**src/verilog/espsw_pkg.sv**
```systemverilog
// Constants and types for the excitation positive-node switch register block
// What this block does
// - Control register at 0x0000_2158, resets to zero: all switches open.
// - Every positive-node switch has its own independent control bit.
// - A control bit of 1 closes its switch; 0 leaves it open.
// - Bit 13 closes the output-to-positive-node short switch A.
// - Bit 10 connects the positive node to the counter electrode pin.
// - Bit 8 connects the positive node to front-end pin three.
// - Bit 7 connects the positive node to the drive electrode pin.
// - Bit 6 connects the positive node to the sense electrode pin.
// - Bit 5 connects the positive node to front-end pin two.
// - Bit 4 connects the positive node to the reference electrode pin.
// - Bit 3 connects the positive node to analog input three.
// - Bit 2 connects the positive node to analog input two.
// - Bit 1 connects the positive node to analog input one.
// - Bit 0 connects the positive node to the calibration resistor pin.
package espsw_pkg;

	////////////////////////////////////////////////////////////////////////
	// Bus and register map
	localparam int unsigned DATA_W = 32;
	localparam logic [31:0] POS_SWITCH_CTRL_OFFSET = 32'h0000_2158;
	localparam logic [31:0] POS_SWITCH_CTRL_RESET = 32'h0000_0000;
	localparam logic [31:0] POS_SWITCH_CTRL_WMASK = 32'h0000_7FFF;
	localparam logic [31:0] READ_UNMAPPED = 32'h0000_0000;

	localparam logic [1:0] HTRANS_IDLE = 2'h0;
	localparam logic [1:0] HTRANS_NONSEQ = 2'h2;
	localparam logic [1:0] HTRANS_SEQ = 2'h3;
	localparam logic [2:0] HSIZE_WORD = 3'h2;
	localparam logic HRESP_OKAY = 1'b0;

	////////////////////////////////////////////////////////////////////////
	// Field positions
	localparam int unsigned BIT_SHORT_B = 14;
	localparam int unsigned BIT_SHORT_A = 13;
	localparam int unsigned BIT_COUNTER_EL = 10;
	localparam int unsigned BIT_FE_PIN_THREE = 8;
	localparam int unsigned BIT_DRIVE_EL = 7;
	localparam int unsigned BIT_SENSE_EL = 6;
	localparam int unsigned BIT_FE_PIN_TWO = 5;
	localparam int unsigned BIT_REFERENCE_EL = 4;
	localparam int unsigned BIT_AIN_THREE = 3;
	localparam int unsigned BIT_AIN_TWO = 2;
	localparam int unsigned BIT_AIN_ONE = 1;
	localparam int unsigned BIT_CAL_RES = 0;

	////////////////////////////////////////////////////////////////////////
	// Carriers
	typedef struct packed {
		logic        valid;
		logic        write;
		logic [31:0] addr;
	} espsw_aphase_t;

	typedef struct packed {
		logic outputShortSwitchB;
		logic outputShortSwitchA;
		logic posToCounterElectrode;
		logic posToFrontendPinThree;
		logic posToDriveElectrode;
		logic posToSenseElectrode;
		logic posToFrontendPinTwo;
		logic posToReferenceElectrode;
		logic posToAnalogInputThree;
		logic posToAnalogInputTwo;
		logic posToAnalogInputOne;
		logic posToCalibrationResistor;
	} espsw_switch_t;

endpackage

```
**src/verilog/espsw_ctrl_reg.sv**
```systemverilog
// Storage of the positive-node switch control word
`timescale 1ns/10ps
module espsw_ctrl_reg
	import espsw_pkg::*;
(
	// Clock and reset
	input  wire logic              clk,
	input  wire logic              sys_rst,
	// Write port
	input  wire logic              wrEn,
	input  wire logic [DATA_W-1:0] wrData,
	// Stored value
	output logic      [DATA_W-1:0] ctrlValue
);

	////////////////////////////////////////////////////////////////////////
	// One flop per implemented bit
	genvar i;
	generate
		for (i = 0; i < DATA_W; i++)
		begin : gBit
			if (POS_SWITCH_CTRL_WMASK[i])
			begin : gStore
				logic bit_reg;
				always_ff @(posedge clk)
				begin
					if (sys_rst)
						bit_reg <= POS_SWITCH_CTRL_RESET[i];
					else if (wrEn)
						bit_reg <= wrData[i];
				end
				assign ctrlValue[i] = bit_reg;
			end
			else
			begin : gZero
				assign ctrlValue[i] = POS_SWITCH_CTRL_RESET[i];
			end
		end
	endgenerate

endmodule

```
**src/verilog/espsw_ahb_slave.sv**
```systemverilog
// AHB-Lite address and data phase tracking for one register
`timescale 1ns/10ps
module espsw_ahb_slave
	import espsw_pkg::*;
(
	// Clock and reset
	input  wire logic        clk,
	input  wire logic        sys_rst,
	// Address phase inputs
	input  wire logic        hsel,
	input  wire logic [31:0] haddr,
	input  wire logic [1:0]  htrans,
	input  wire logic        hwrite,
	input  wire logic [2:0]  hsize,
	input  wire logic        hready,
	// Decoded phases
	output logic             addrAccept,
	output espsw_aphase_t    dataPhase
);

	////////////////////////////////////////////////////////////////////////
	// Address phase acceptance
	wire transActive = (htrans == HTRANS_NONSEQ) || (htrans == HTRANS_SEQ);
	wire wordSized   = (hsize == HSIZE_WORD);
	assign addrAccept = hsel && hready && transActive;

	espsw_aphase_t dataPhase_reg;
	espsw_aphase_t dataPhase_next;

	always_comb
	begin
		dataPhase_next = dataPhase_reg;
		if (hready)
		begin
			dataPhase_next.valid = addrAccept && wordSized;
			dataPhase_next.write = hwrite;
			dataPhase_next.addr  = haddr;
		end
	end

	always_ff @(posedge clk)
	begin
		if (sys_rst)
			dataPhase_reg <= '0;
		else
			dataPhase_reg <= dataPhase_next;
	end

	assign dataPhase = dataPhase_reg;

endmodule

```
**src/verilog/espsw_top.sv**
```systemverilog
// Excitation positive-node switch register with AHB-Lite access
//
// The AHB-Lite register port was chosen for this implementation.
`timescale 1ns/10ps
module espsw_top
	import espsw_pkg::*;
(
	// Clock and reset
	input  wire logic              clk,
	input  wire logic              sys_rst,
	// AHB-Lite slave
	input  wire logic              hsel,
	input  wire logic [31:0]       haddr,
	input  wire logic [1:0]        htrans,
	input  wire logic              hwrite,
	input  wire logic [2:0]        hsize,
	input  wire logic [DATA_W-1:0] hwdata,
	input  wire logic              hready,
	output logic                   hreadyout,
	output logic                   hresp,
	output logic      [DATA_W-1:0] hrdata,
	// Switch matrix controls
	output espsw_switch_t          positiveNodeSwitches
);

	////////////////////////////////////////////////////////////////////////
	// Bus front end
	logic          addrAccept;
	espsw_aphase_t dataPhase;
	logic [DATA_W-1:0] ctrlValue;

	espsw_ahb_slave uSlave (
		.clk        (clk),
		.sys_rst    (sys_rst),
		.hsel       (hsel),
		.haddr      (haddr),
		.htrans     (htrans),
		.hwrite     (hwrite),
		.hsize      (hsize),
		.hready     (hready),
		.addrAccept (addrAccept),
		.dataPhase  (dataPhase)
	);

	////////////////////////////////////////////////////////////////////////
	// Address decode and write commit
	// register decoded at its offset
	wire hitData = dataPhase.addr == POS_SWITCH_CTRL_OFFSET;
	wire hitAddr = haddr == POS_SWITCH_CTRL_OFFSET;
	wire wrEn    = dataPhase.valid && dataPhase.write && hitData;
	wire [DATA_W-1:0] wrMasked = hwdata & POS_SWITCH_CTRL_WMASK;

	espsw_ctrl_reg uCtrl (
		.clk       (clk),
		.sys_rst   (sys_rst),
		.wrEn      (wrEn),
		.wrData    (wrMasked),
		.ctrlValue (ctrlValue)
	);

	////////////////////////////////////////////////////////////////////////
	// Read data, forwarded from a write committing at the same edge
	wire [DATA_W-1:0] curValue = wrEn ? wrMasked : ctrlValue;
	wire readHit = addrAccept && !hwrite && (hsize == HSIZE_WORD) && hitAddr;
	wire [DATA_W-1:0] readValue = readHit ? curValue : READ_UNMAPPED;

	logic [DATA_W-1:0] hrdata_reg;
	logic              hreadyout_reg;
	logic              hresp_reg;

	always_ff @(posedge clk)
	begin
		if (sys_rst)
		begin
			hrdata_reg    <= READ_UNMAPPED;
			hreadyout_reg <= 1'b0;
			hresp_reg     <= HRESP_OKAY;
		end
		else
		begin
			hreadyout_reg <= 1'b1;
			hresp_reg     <= HRESP_OKAY;
			if (addrAccept)
				hrdata_reg <= readValue;
		end
	end

	assign hrdata    = hrdata_reg;
	assign hreadyout = hreadyout_reg;
	assign hresp     = hresp_reg;

	////////////////////////////////////////////////////////////////////////
	// Switch drive, 1 closes and 0 opens
	// bit value is switch state
	assign positiveNodeSwitches.outputShortSwitchB = ctrlValue[BIT_SHORT_B];
	assign positiveNodeSwitches.outputShortSwitchA = ctrlValue[BIT_SHORT_A];
	assign positiveNodeSwitches.posToCounterElectrode = ctrlValue[BIT_COUNTER_EL];
	assign positiveNodeSwitches.posToFrontendPinThree = ctrlValue[BIT_FE_PIN_THREE];
	assign positiveNodeSwitches.posToDriveElectrode = ctrlValue[BIT_DRIVE_EL];
	assign positiveNodeSwitches.posToSenseElectrode = ctrlValue[BIT_SENSE_EL];
	assign positiveNodeSwitches.posToFrontendPinTwo = ctrlValue[BIT_FE_PIN_TWO];
	assign positiveNodeSwitches.posToReferenceElectrode = ctrlValue[BIT_REFERENCE_EL];
	assign positiveNodeSwitches.posToAnalogInputThree = ctrlValue[BIT_AIN_THREE];
	assign positiveNodeSwitches.posToAnalogInputTwo = ctrlValue[BIT_AIN_TWO];
	assign positiveNodeSwitches.posToAnalogInputOne = ctrlValue[BIT_AIN_ONE];
	assign positiveNodeSwitches.posToCalibrationResistor = ctrlValue[BIT_CAL_RES];

	// bits 12, 11, 9 stored only, no switch output

endmodule

```
**config.mk**
```make
export PLATFORM = sky130hd
export DESIGN_NAME = espsw_top
export DESIGN_NICKNAME = d
export VERILOG_FILES = /design/src/verilog/espsw_pkg.sv /design/src/verilog/espsw_ctrl_reg.sv /design/src/verilog/espsw_ahb_slave.sv /design/src/verilog/espsw_top.sv
export SDC_FILE = /design/constraint.sdc
export NUM_CORES = 1
export LEC_CHECK = 0
export BUFFER_PORTS_ARGS = -buffer_cell sky130_fd_sc_hd__buf_2
export CAP_MARGIN = 20
export CORE_ASPECT_RATIO = 1.5
export CORE_MARGIN = 3
export CORE_UTILIZATION = 56
export DETAILED_ROUTE_END_ITERATION = 10
export PLACE_DENSITY = 0.95
export SYNTH_ARGS = -nofsm -noshare
export SYNTH_HDL_FRONTEND = slang
export SYNTH_HIERARCHICAL = 1
export SYNTH_SLANG_ARGS = --single-unit
```
**constraint.sdc**
```tcl
create_clock -name clk -period 6.2 [get_ports clk]
set_input_delay 0.93 -clock clk [delete_from_list [all_inputs] [get_ports clk]]
set_output_delay 0.93 -clock clk [all_outputs]
set_load 0.1 [all_outputs]
```
* Word-level counts from Yosys, hierarchy flattened
Index checks and enable logic that the tools add are counted.
** Storage, ports and cells
- Register bits after elaboration :: 82
- Input port bits :: 74
- Word-level logic and storage cells :: 38
** Cells by class
- Multiplexer cells :: 3
- Equal/unequal tests :: 5
- Reduce and logical (&&, ||, !) cells :: 10
** Operator list (count)
- == test 32 x 14 -> 1 bit, second input constant :: 2
- 2-to-1 mux 15 bit :: 2
- logical AND 1 bit :: 8
- == test 2 bit, second input constant :: 2
- == test 3 x 2 -> 1 bit, second input constant :: 1
- logical NOT 1 bit :: 1
- logical OR 1 bit :: 1
- 2-to-1 mux 1 bit :: 1

* Depth between registers and ports, before layout
Gate-level depths: netlist (run 1).
- Depth in word-level cells :: 7
- Mapped depth :: 9
- Gate-level depth less buffers :: 5

* Modules after synthesis
The synthesis (run 1) kept the hierarchy.
** Modules (own cells, without submodules)
- espsw_top :: area each 1875.5 um2, cells each 214, times used 1
- espsw_ahb_slave :: area each 1256.2 um2, cells each 112, times used 1
- espsw_ctrl_reg :: area each 785.8 um2, cells each 81, times used 1

* Worst setup path before layout (run 1)
Ideal clock, no wire load.
- Path type :: input -> register
- From :: in hready
- To :: reg hrdata_reg[10] (netlist: hrdata[10])
- Setup slack :: 3670 ps
- Arrival :: 2445 ps
- Path buffers :: 3
- Stages :: 8
- Cell sequence :: buf_6 > and3_2 > nor4bb_1 > and4_1 > clkbuf_1 > clkbuf_1 > a31oi_1 > a211oi_1
** On the way
- Cells in the longest elaborated chain, start to end :: 6
** Ends and longest elaborated chain
- from (decl) :: line espsw_top.sv:18 : input wire logic hready,
- logical AND 1 bit * (2 in a row) :: line espsw_ahb_slave.sv:25 : assign addrAccept = hsel && hready && transActive;
- named net addrAccept :: line espsw_top.sv:28 : logic addrAccept;
- logical AND 1 bit (3 in a row) :: line espsw_top.sv:64 : wire readHit = addrAccept && !hwrite && (hsize == HSIZE_WORD) && hitAddr;
- 2-to-1 mux 15 bit :: line espsw_top.sv:65 : wire [DATA_W-1:0] readValue = readHit ? curValue : READ_UNMAPPED;
- to (signal assigned) :: line espsw_top.sv:84 : hrdata_reg <= readValue;
- to (decl) :: line espsw_top.sv:67 : logic [DATA_W-1:0] hrdata_reg;
Mark *: on every way through the listed nets, which the timed path passes. The rest lies on a longest branch.
A chain may end at the register's enable or synchronous reset.

* Worst setup path after layout (run 1)
- From :: in hready
- To :: reg hrdata_reg[12] (netlist: hrdata[12])
The elaborated chain is that of the path after synthesis.

==> results.json, run 1 <==
{
  "post_syn_area_per_cell_um2": 9.63,
  "detailroute.wirelength.met2_um": 4910,
  "crit_path_max_fanout": 35,
  "clock-root-buffer": "clkbuf_8",
  "powerDensity_nw_per_um2": 233,
  "antenna_left": 0,
  "power.leakage_uw": 0.00181,
  "layout-drive-gt1-share_pct": 25.1,
  "skew_ps": 15.6,
  "num_io_pins": 120,
  "yosys.area.top_type": "dfxtp_1",
  "synthTopCellsByArea": "dfxtp_1 42%, mux2i_1 12%, buf_4 6.5%, nor2_1 4.6%, o41ai_1 3.8%",
  "via_per_inst": 5.99,
  "setup.worst_path.start_class": "input port",
  "routed-via-count": 3293,
  "setup.worst_path.end_class": "flip-flop",
  "hold_buffers": 0,
  "peakVddDrop_mv": 0.165,
  "initial_core_util_pct": 59.2,
  "wl_met3_um": 625,
  "finalHoldViolCount": 0,
  "worst_slew_margin_rel_pct": 32.2,
  "critical-path-max-stage-delay_ps": 760,
  "grt_use_total_pct": 24.6,
  "max_clock_freq_ghz": 0.274,
  "synth-warning-count": 6,
  "worst-path-stages": 6,
  "tritoncts": "done",
  "first_global_vias": 3318,
  "largest_reg_flops": 34,
  "crit_family": "simple AND/OR/NAND/NOR gates",
  "drc_violation_count_after_routing": 0,
  "floorplan.die_area_um2": 8060,
  "setup_tns_ps": 0,
  "hold_path.class": "reg -> reg",
  "grt_antenna_before_repair": 0,
  "synth.ff_latch_count": 82,
  "dr.max_layer_used": "met4",
  "post-cts-setup-buffer-count": 0,
  "wirelength_met1_um": 3790,
  "globalRouteOverflowTotal": 0,
  "crit_path_cell_trace": "buf_2 -> and3_2 -> nor4bb_1 -> and4_1 -> a31oi_1 -> a211oi_1",
  "tightest_slew_ps": 1010,
  "synth-seq-area-share_pct": 41.9,
  "number_of_drc_markers_in_iteration_0": 457,
  "final_layout_net_count": 543,
  "synth-edff-count": 0,
  "grt_setup_unrepaired": "false",
  "setup.reg_to_reg.worst_slack_ps": 3260,
  "htreeDepth": 3,
  "fillerInstances": 543,
  "cts_inserted_buffers": 9,
  "clk_pin_slew_ps": 90,
  "dpl_hpwl_um": 6370,
  "setup_violations": 0,
  "dr.pass1.iters": 6,
  "grt_start_max_net_pins": 84,
  "grt_first_pass_wirelength_um": 15400,
  "count_of_pins_over_their_slew_limit": 0,
  "hold-worst-slack_ps": 484,
  "syn_area_um2": 3920,
  "drv.max_cap_violation_count": 0,
  "fp.dieH_um": 108,
  "synth_top_flop_cell": "dfxtp_1",
  "routability_driven_placement_congestion_ratio": 0.778,
  "postSynthCellCount": 407,
  "post_synth_top_area_share_pct": 41.9,
  "critPathKind": "in -> reg",
  "hold_depth": 2,
  "async_set_reset_flop_share_out_of_synthesis_pct": 0,
  "critical_path_required_ps": 6470,
  "worst-r2r-cell-count": 6,
  "totalWireLength_um": 9620,
  "worstPathArrival_ps": 3920,
  "antenna-diode-count": 0,
  "layout-area-overhead-vs-synth_pct": 10.1,
  "outcome": "complete, no violations",
  "io_buffer_count": 100,
  "rows": 36,
  "ctsResizeCount": 0,
  "chipWidth_um": 74.3,
  "coreArea_um2": 6620,
  "number_of_sinks_on_the_clock_net": 82,
  "routed_wire_length_per_instance_um": 17.5,
  "period_needed_ps": 3650,
  "insertion_delay_ps": 360,
  "final.period_utilization_pct": 58.9,
  "path_buf_inv": 1,
  "cp_slowest_cell": "and3_2",
  "synth_cell_types": 33,
  "cts.path.max_buffers": 2
}
[cells in the mapped netlist (4+ instances only)]
library cell  number
nor2b_1           15
mux2i_1           48
buf_4             34
nor2_1            48
inv_1             17
o41ai_1           17
buf_2              4
a31oi_1           15
clkbuf_1          23
buf_12             4
a211oi_1          15
o31ai_1           15
nand3b_1          17
a41oi_1           15
nor4_1             8
dfxtp_1           82
nor4bb_1           4
[cell usage in the layout (no fill, tap or decap)]
cell type / instances
buf_4: 2
nor3b_1: 1
nor2b_1: 15
bufinv_16: 1
dfxtp_1: 82
clkbuf_1: 4
nor4bb_1: 4
a41oi_1: 15
nor3_2: 2
nor3_1: 1
buf_2: 100
and3_1: 1
inv_1: 17
a31oi_1: 15
or3_1: 1
clkinv_1: 1
or4b_1: 1
nor4_1: 8
a211oi_1: 15
nand3b_1: 17
and3_2: 1
mux2i_1: 48
nor4b_1: 3
nor2_1: 48
buf_6: 1
nor3_4: 1
nand3_1: 2
and4_1: 3
a21o_1: 1
o31ai_1: 15
clkbuf_8: 9
nand4b_1: 1
o41ai_1: 17
conb_1: 18
nand4_1: 1
clkinv_2: 2
[worst reg2reg max path, stage by stage (launching register included)]
cell and delay (ps):
dfxtp_1 330, nor4bb_1 570, nand4_1 780, nor3_4 330, buf_4 450, mux2i_1 280, nor2_1 70
[power by group]
part | internal (uW) | switching, uW
sequential | 539 | 7.26
clock | 186 | 184
combinational | 33.2 | 56.5
[layout make-up]
type	instances	area, um2	share of cell area, %
clock buffer	13	139	3.22
clock inverter	3	40.0	0.928
inverter	18	67.6	1.57
multi-input combinational	255	1800	41.8
sequential	82	1640	38.1
tap	76	95.1	2.20
timing repair buffer	103	527	12.2
[stage by stage]
stage	cells	instance area [um2]	setup slack, ps	utilization (%)	power, uW
5_1_grt	550	4310	2360	65.1	1040
4_1_cts	549	4300	2550	65.0	1010
3_5_place_dp	533	4120	2200	62.3	647
3_3_place_gp	533	4120	2340	62.3	643
2_1_floorplan	423	3980	3670	-	625
6_report	550	4310	2550	65.1	1010
[per-layer routing]
metal  vias to the layer above  global-route usage, %
met5                         -                      0
met4                         0                   13.4
met3                        29                   4.65
met2                       167                   41.2
met1                      1534                   29.1
li1                       1563                      -
[path summary, 6_finish.rpt]
path | startpoint | end
worst min register to register | hrdata[22] | hrdata[22]
worst max register to register | uSlave/dataPhase[6] | uCtrl/gBit[8].gStore.bit_reg
worst max-delay path | hready | hrdata[12]
worst min-delay path | hrdata[22] | hrdata[22]
[cell families after synthesis]
logic type      synth area share, %
buf+inv                        13.9
flops                          41.9
mux                            12.3
compound gates                 15.5
other cells                   0.192
simple gates                   16.3
No activity file was read; power rests on OpenSTA's default activity.
==> inputs of run 2 (changes only) <==
- CORE_UTILIZATION: 56 -> 52
- PLACE_DENSITY: 0.95 -> 0.9
- clock period: 6.2 -> 3.63 ns (I/O delays scaled with it)
==> run 2 against run 1 <==
  * Global-route usage fell by 1.6 points
  * First-iteration DRC count down 22%
  * Final area rose by 1.7%
  * Power grew 70%
  * Routed wire length rose by 2.2%
  * Critical path depth did not move
  * Worst setup slack worse by 1600 ps
  * Clock power increased by 65%
==> results.json, run 2 (same netlist as run 1, synthesis figures left out) <==
{
  "totalWireLength_um": 9830,
  "peakVddDrop_mv": 0.341,
  "finalWorstSetupSlack_ps": 952,
  "routability_driven_placement_congestion_ratio": 0.778,
  "cts_inserted_buffers": 9,
  "critical_path_required_ps": 3850,
  "power.leakage_uw": 0.00183,
  "clk_pin_slew_ps": 80,
  "hp-start": "hwdata[8]",
  "layout-drive-gt1-share_pct": 26.3,
  "hold-worst-slack_ps": 449,
  "setup_tns_ps": 0,
  "antenna_left": 0,
  "setup_violations": 0,
  "timing.hold.worst_endpoint": "uCtrl/gBit[8].gStore.bit_reg",
  "drv.max_cap_violation_count": 0,
  "chipWidth_um": 76.9,
  "tritoncts": "done",
  "final.period_utilization_pct": 73.8,
  "antenna-diode-count": 0,
  "grt_antenna_before_repair": 0,
  "number_of_sinks_on_the_clock_net": 82,
  "layout-area-overhead-vs-synth_pct": 11.9,
  "via_per_inst": 5.72,
  "critical-path-max-stage-delay_ps": 620,
  "drc_violation_count_after_routing": 0,
  "routed_wire_length_per_instance_um": 17.0,
  "htreeDepth": 3,
  "final_layout_net_count": 548,
  "dr.pass1.iters": 4,
  "largest_reg_flops": 34,
  "layout_common_cells": "100 x buf_2, 82 x dfxtp_1, 48 x mux2i_1, 48 x nor2_1, 18 x conb_1",
  "setup.reg_to_reg.worst_slack_ps": 950,
  "final_core_utilization_pct": 60.3,
  "routed-via-count": 3310,
  "cts.path.max_buffers": 2,
  "clock-root-buffer": "clkbuf_8",
  "pre_cts_ws_ps": 873,
  "multi_input_area_um2": 1800,
  "first_global_vias": 3313,
  "hold_path.class": "in -> reg",
  "floorplan.die_area_um2": 8630,
  "hold_depth": 3,
  "layout_commonest_cell": "buf_2",
  "num_io_pins": 120,
  "dpl_hpwl_um": 6620,
  "number_of_drc_markers_in_iteration_0": 357,
  "fp.dieH_um": 112,
  "powerDensity_nw_per_um2": 389,
  "hold_buffers": 0,
  "critical_register_to_register_path_endpoint": "uCtrl/gBit[11].gStore.bit_reg",
  "grt_setup_unrepaired": "false",
  "rows": 38,
  "crit_path_max_fanout": 32,
  "r2r_start": "uSlave/dataPhase[9]",
  "cp_slowest_cell": "or3_1",
  "critPathKind": "reg -> reg",
  "grt_use_total_pct": 23.1,
  "count_of_pins_over_their_slew_limit": 0,
  "coreArea_um2": 7270,
  "io_buffer_count": 100,
  "area.sequential_um2": 1640,
  "grt_first_pass_wirelength_um": 15900,
  "setup.worst_path.start_class": "flip-flop",
  "outcome": "complete, no violations",
  "ctsResizeCount": 0,
  "finalHoldViolCount": 0,
  "max_clock_freq_ghz": 0.373,
  "crit_family": "simple AND/OR/NAND/NOR gates",
  "path_buf_inv": 1,
  "setup.worst_path.end_class": "flip-flop",
  "insertion_delay_ps": 350,
  "skew_ps": 5.15,
  "post-cts-setup-buffer-count": 0,
  "worstPathArrival_ps": 2890,
  "globalRouteOverflowTotal": 0,
  "crit_path_cell_trace": "or4b_1 -> or3_1 -> nor3_4 -> buf_4 -> mux2i_1 -> nor2_1",
  "fillerInstances": 620,
  "worst_slew_margin_rel_pct": 45.1,
  "period_needed_ps": 2680,
  "worst-r2r-cell-count": 6,
  "grt_start_max_net_pins": 45,
  "initial_core_util_pct": 53.9,
  "tightest_slew_ps": 823
}
==> run 2: cell types whose count changed in the layout (fill, tap and decap cells not counted), sizes merged <==
cell and change:
bufinv -1, clkbuf +1, buf +5
==> run 2: power breakdown <==
part	internal, uW	total (uW)	switching [uW]
clock network	303	612	309
registers	921	934	12.4
logic	59.7	160	100
total	1280	1710	421
==> run 2: layer usage <==
layer | global-route usage [%] | vias up | share of wire, % | wire (um)
li1 | - | 1576 | - | -
met1 | 26.3 | 1568 | 40 | 3950
met2 | 40.3 | 146 | 51 | 5050
met3 | 5.14 | 20 | 6.6 | 645
met4 | 11.5 | 0 | 1.9 | 189
met5 | 0 | - | 0 | 0
==> run 2: per-stage QoR <==
stage,area [um2],total power [uW],instances
2_1_floorplan,3980,1070,423
3_3_place_gp,4190,1100,562
3_5_place_dp,4190,1110,562
4_1_cts,4370,1720,578
5_1_grt,4380,1780,579
6_report,4380,1710,579
==> run 2: layout make-up <==
cell class              count  area share (%)
multi-input cells         255            41.1
flip-flops and latches     82            37.4
repair buffers            108            12.9
clock buffers              14            3.94
well taps                 100            2.85
inverters                  18            1.54
clock inverters             2           0.228
==> run 2: worst register-to-register path, stage by stage, from the launching register on <==
cell	delay (ps)
dfxtp_1	320
or4b_1	580
or3_1	620
nor3_4	260
buf_4	430
mux2i_1	280
nor2_1	50
==> run 2: how the worst max path moves through the flow <==
| stage | startpoint | to | slack [ps] | depth (start not counted) |
|---|---|---|---|---|
| 6_report | uSlave/dataPhase[9] | uCtrl/gBit[11].gStore.bit_reg | 950 | 6 |
| 5_1_grt | uSlave/dataPhase[9] | uCtrl/gBit[6].gStore.bit_reg | 800 | 6 |
| 4_1_cts | uSlave/dataPhase[9] | uCtrl/gBit[14].gStore.bit_reg | 960 | 6 |
| 3_5_place_dp | hsel | hrdata[3] | 870 | 6 |
| 3_3_place_gp | hready | hrdata[9] | 990 | 6 |
| 2_1_floorplan | uSlave/dataPhase[9] | uCtrl/gBit[0].gStore.bit_reg | 1260 | 9 |
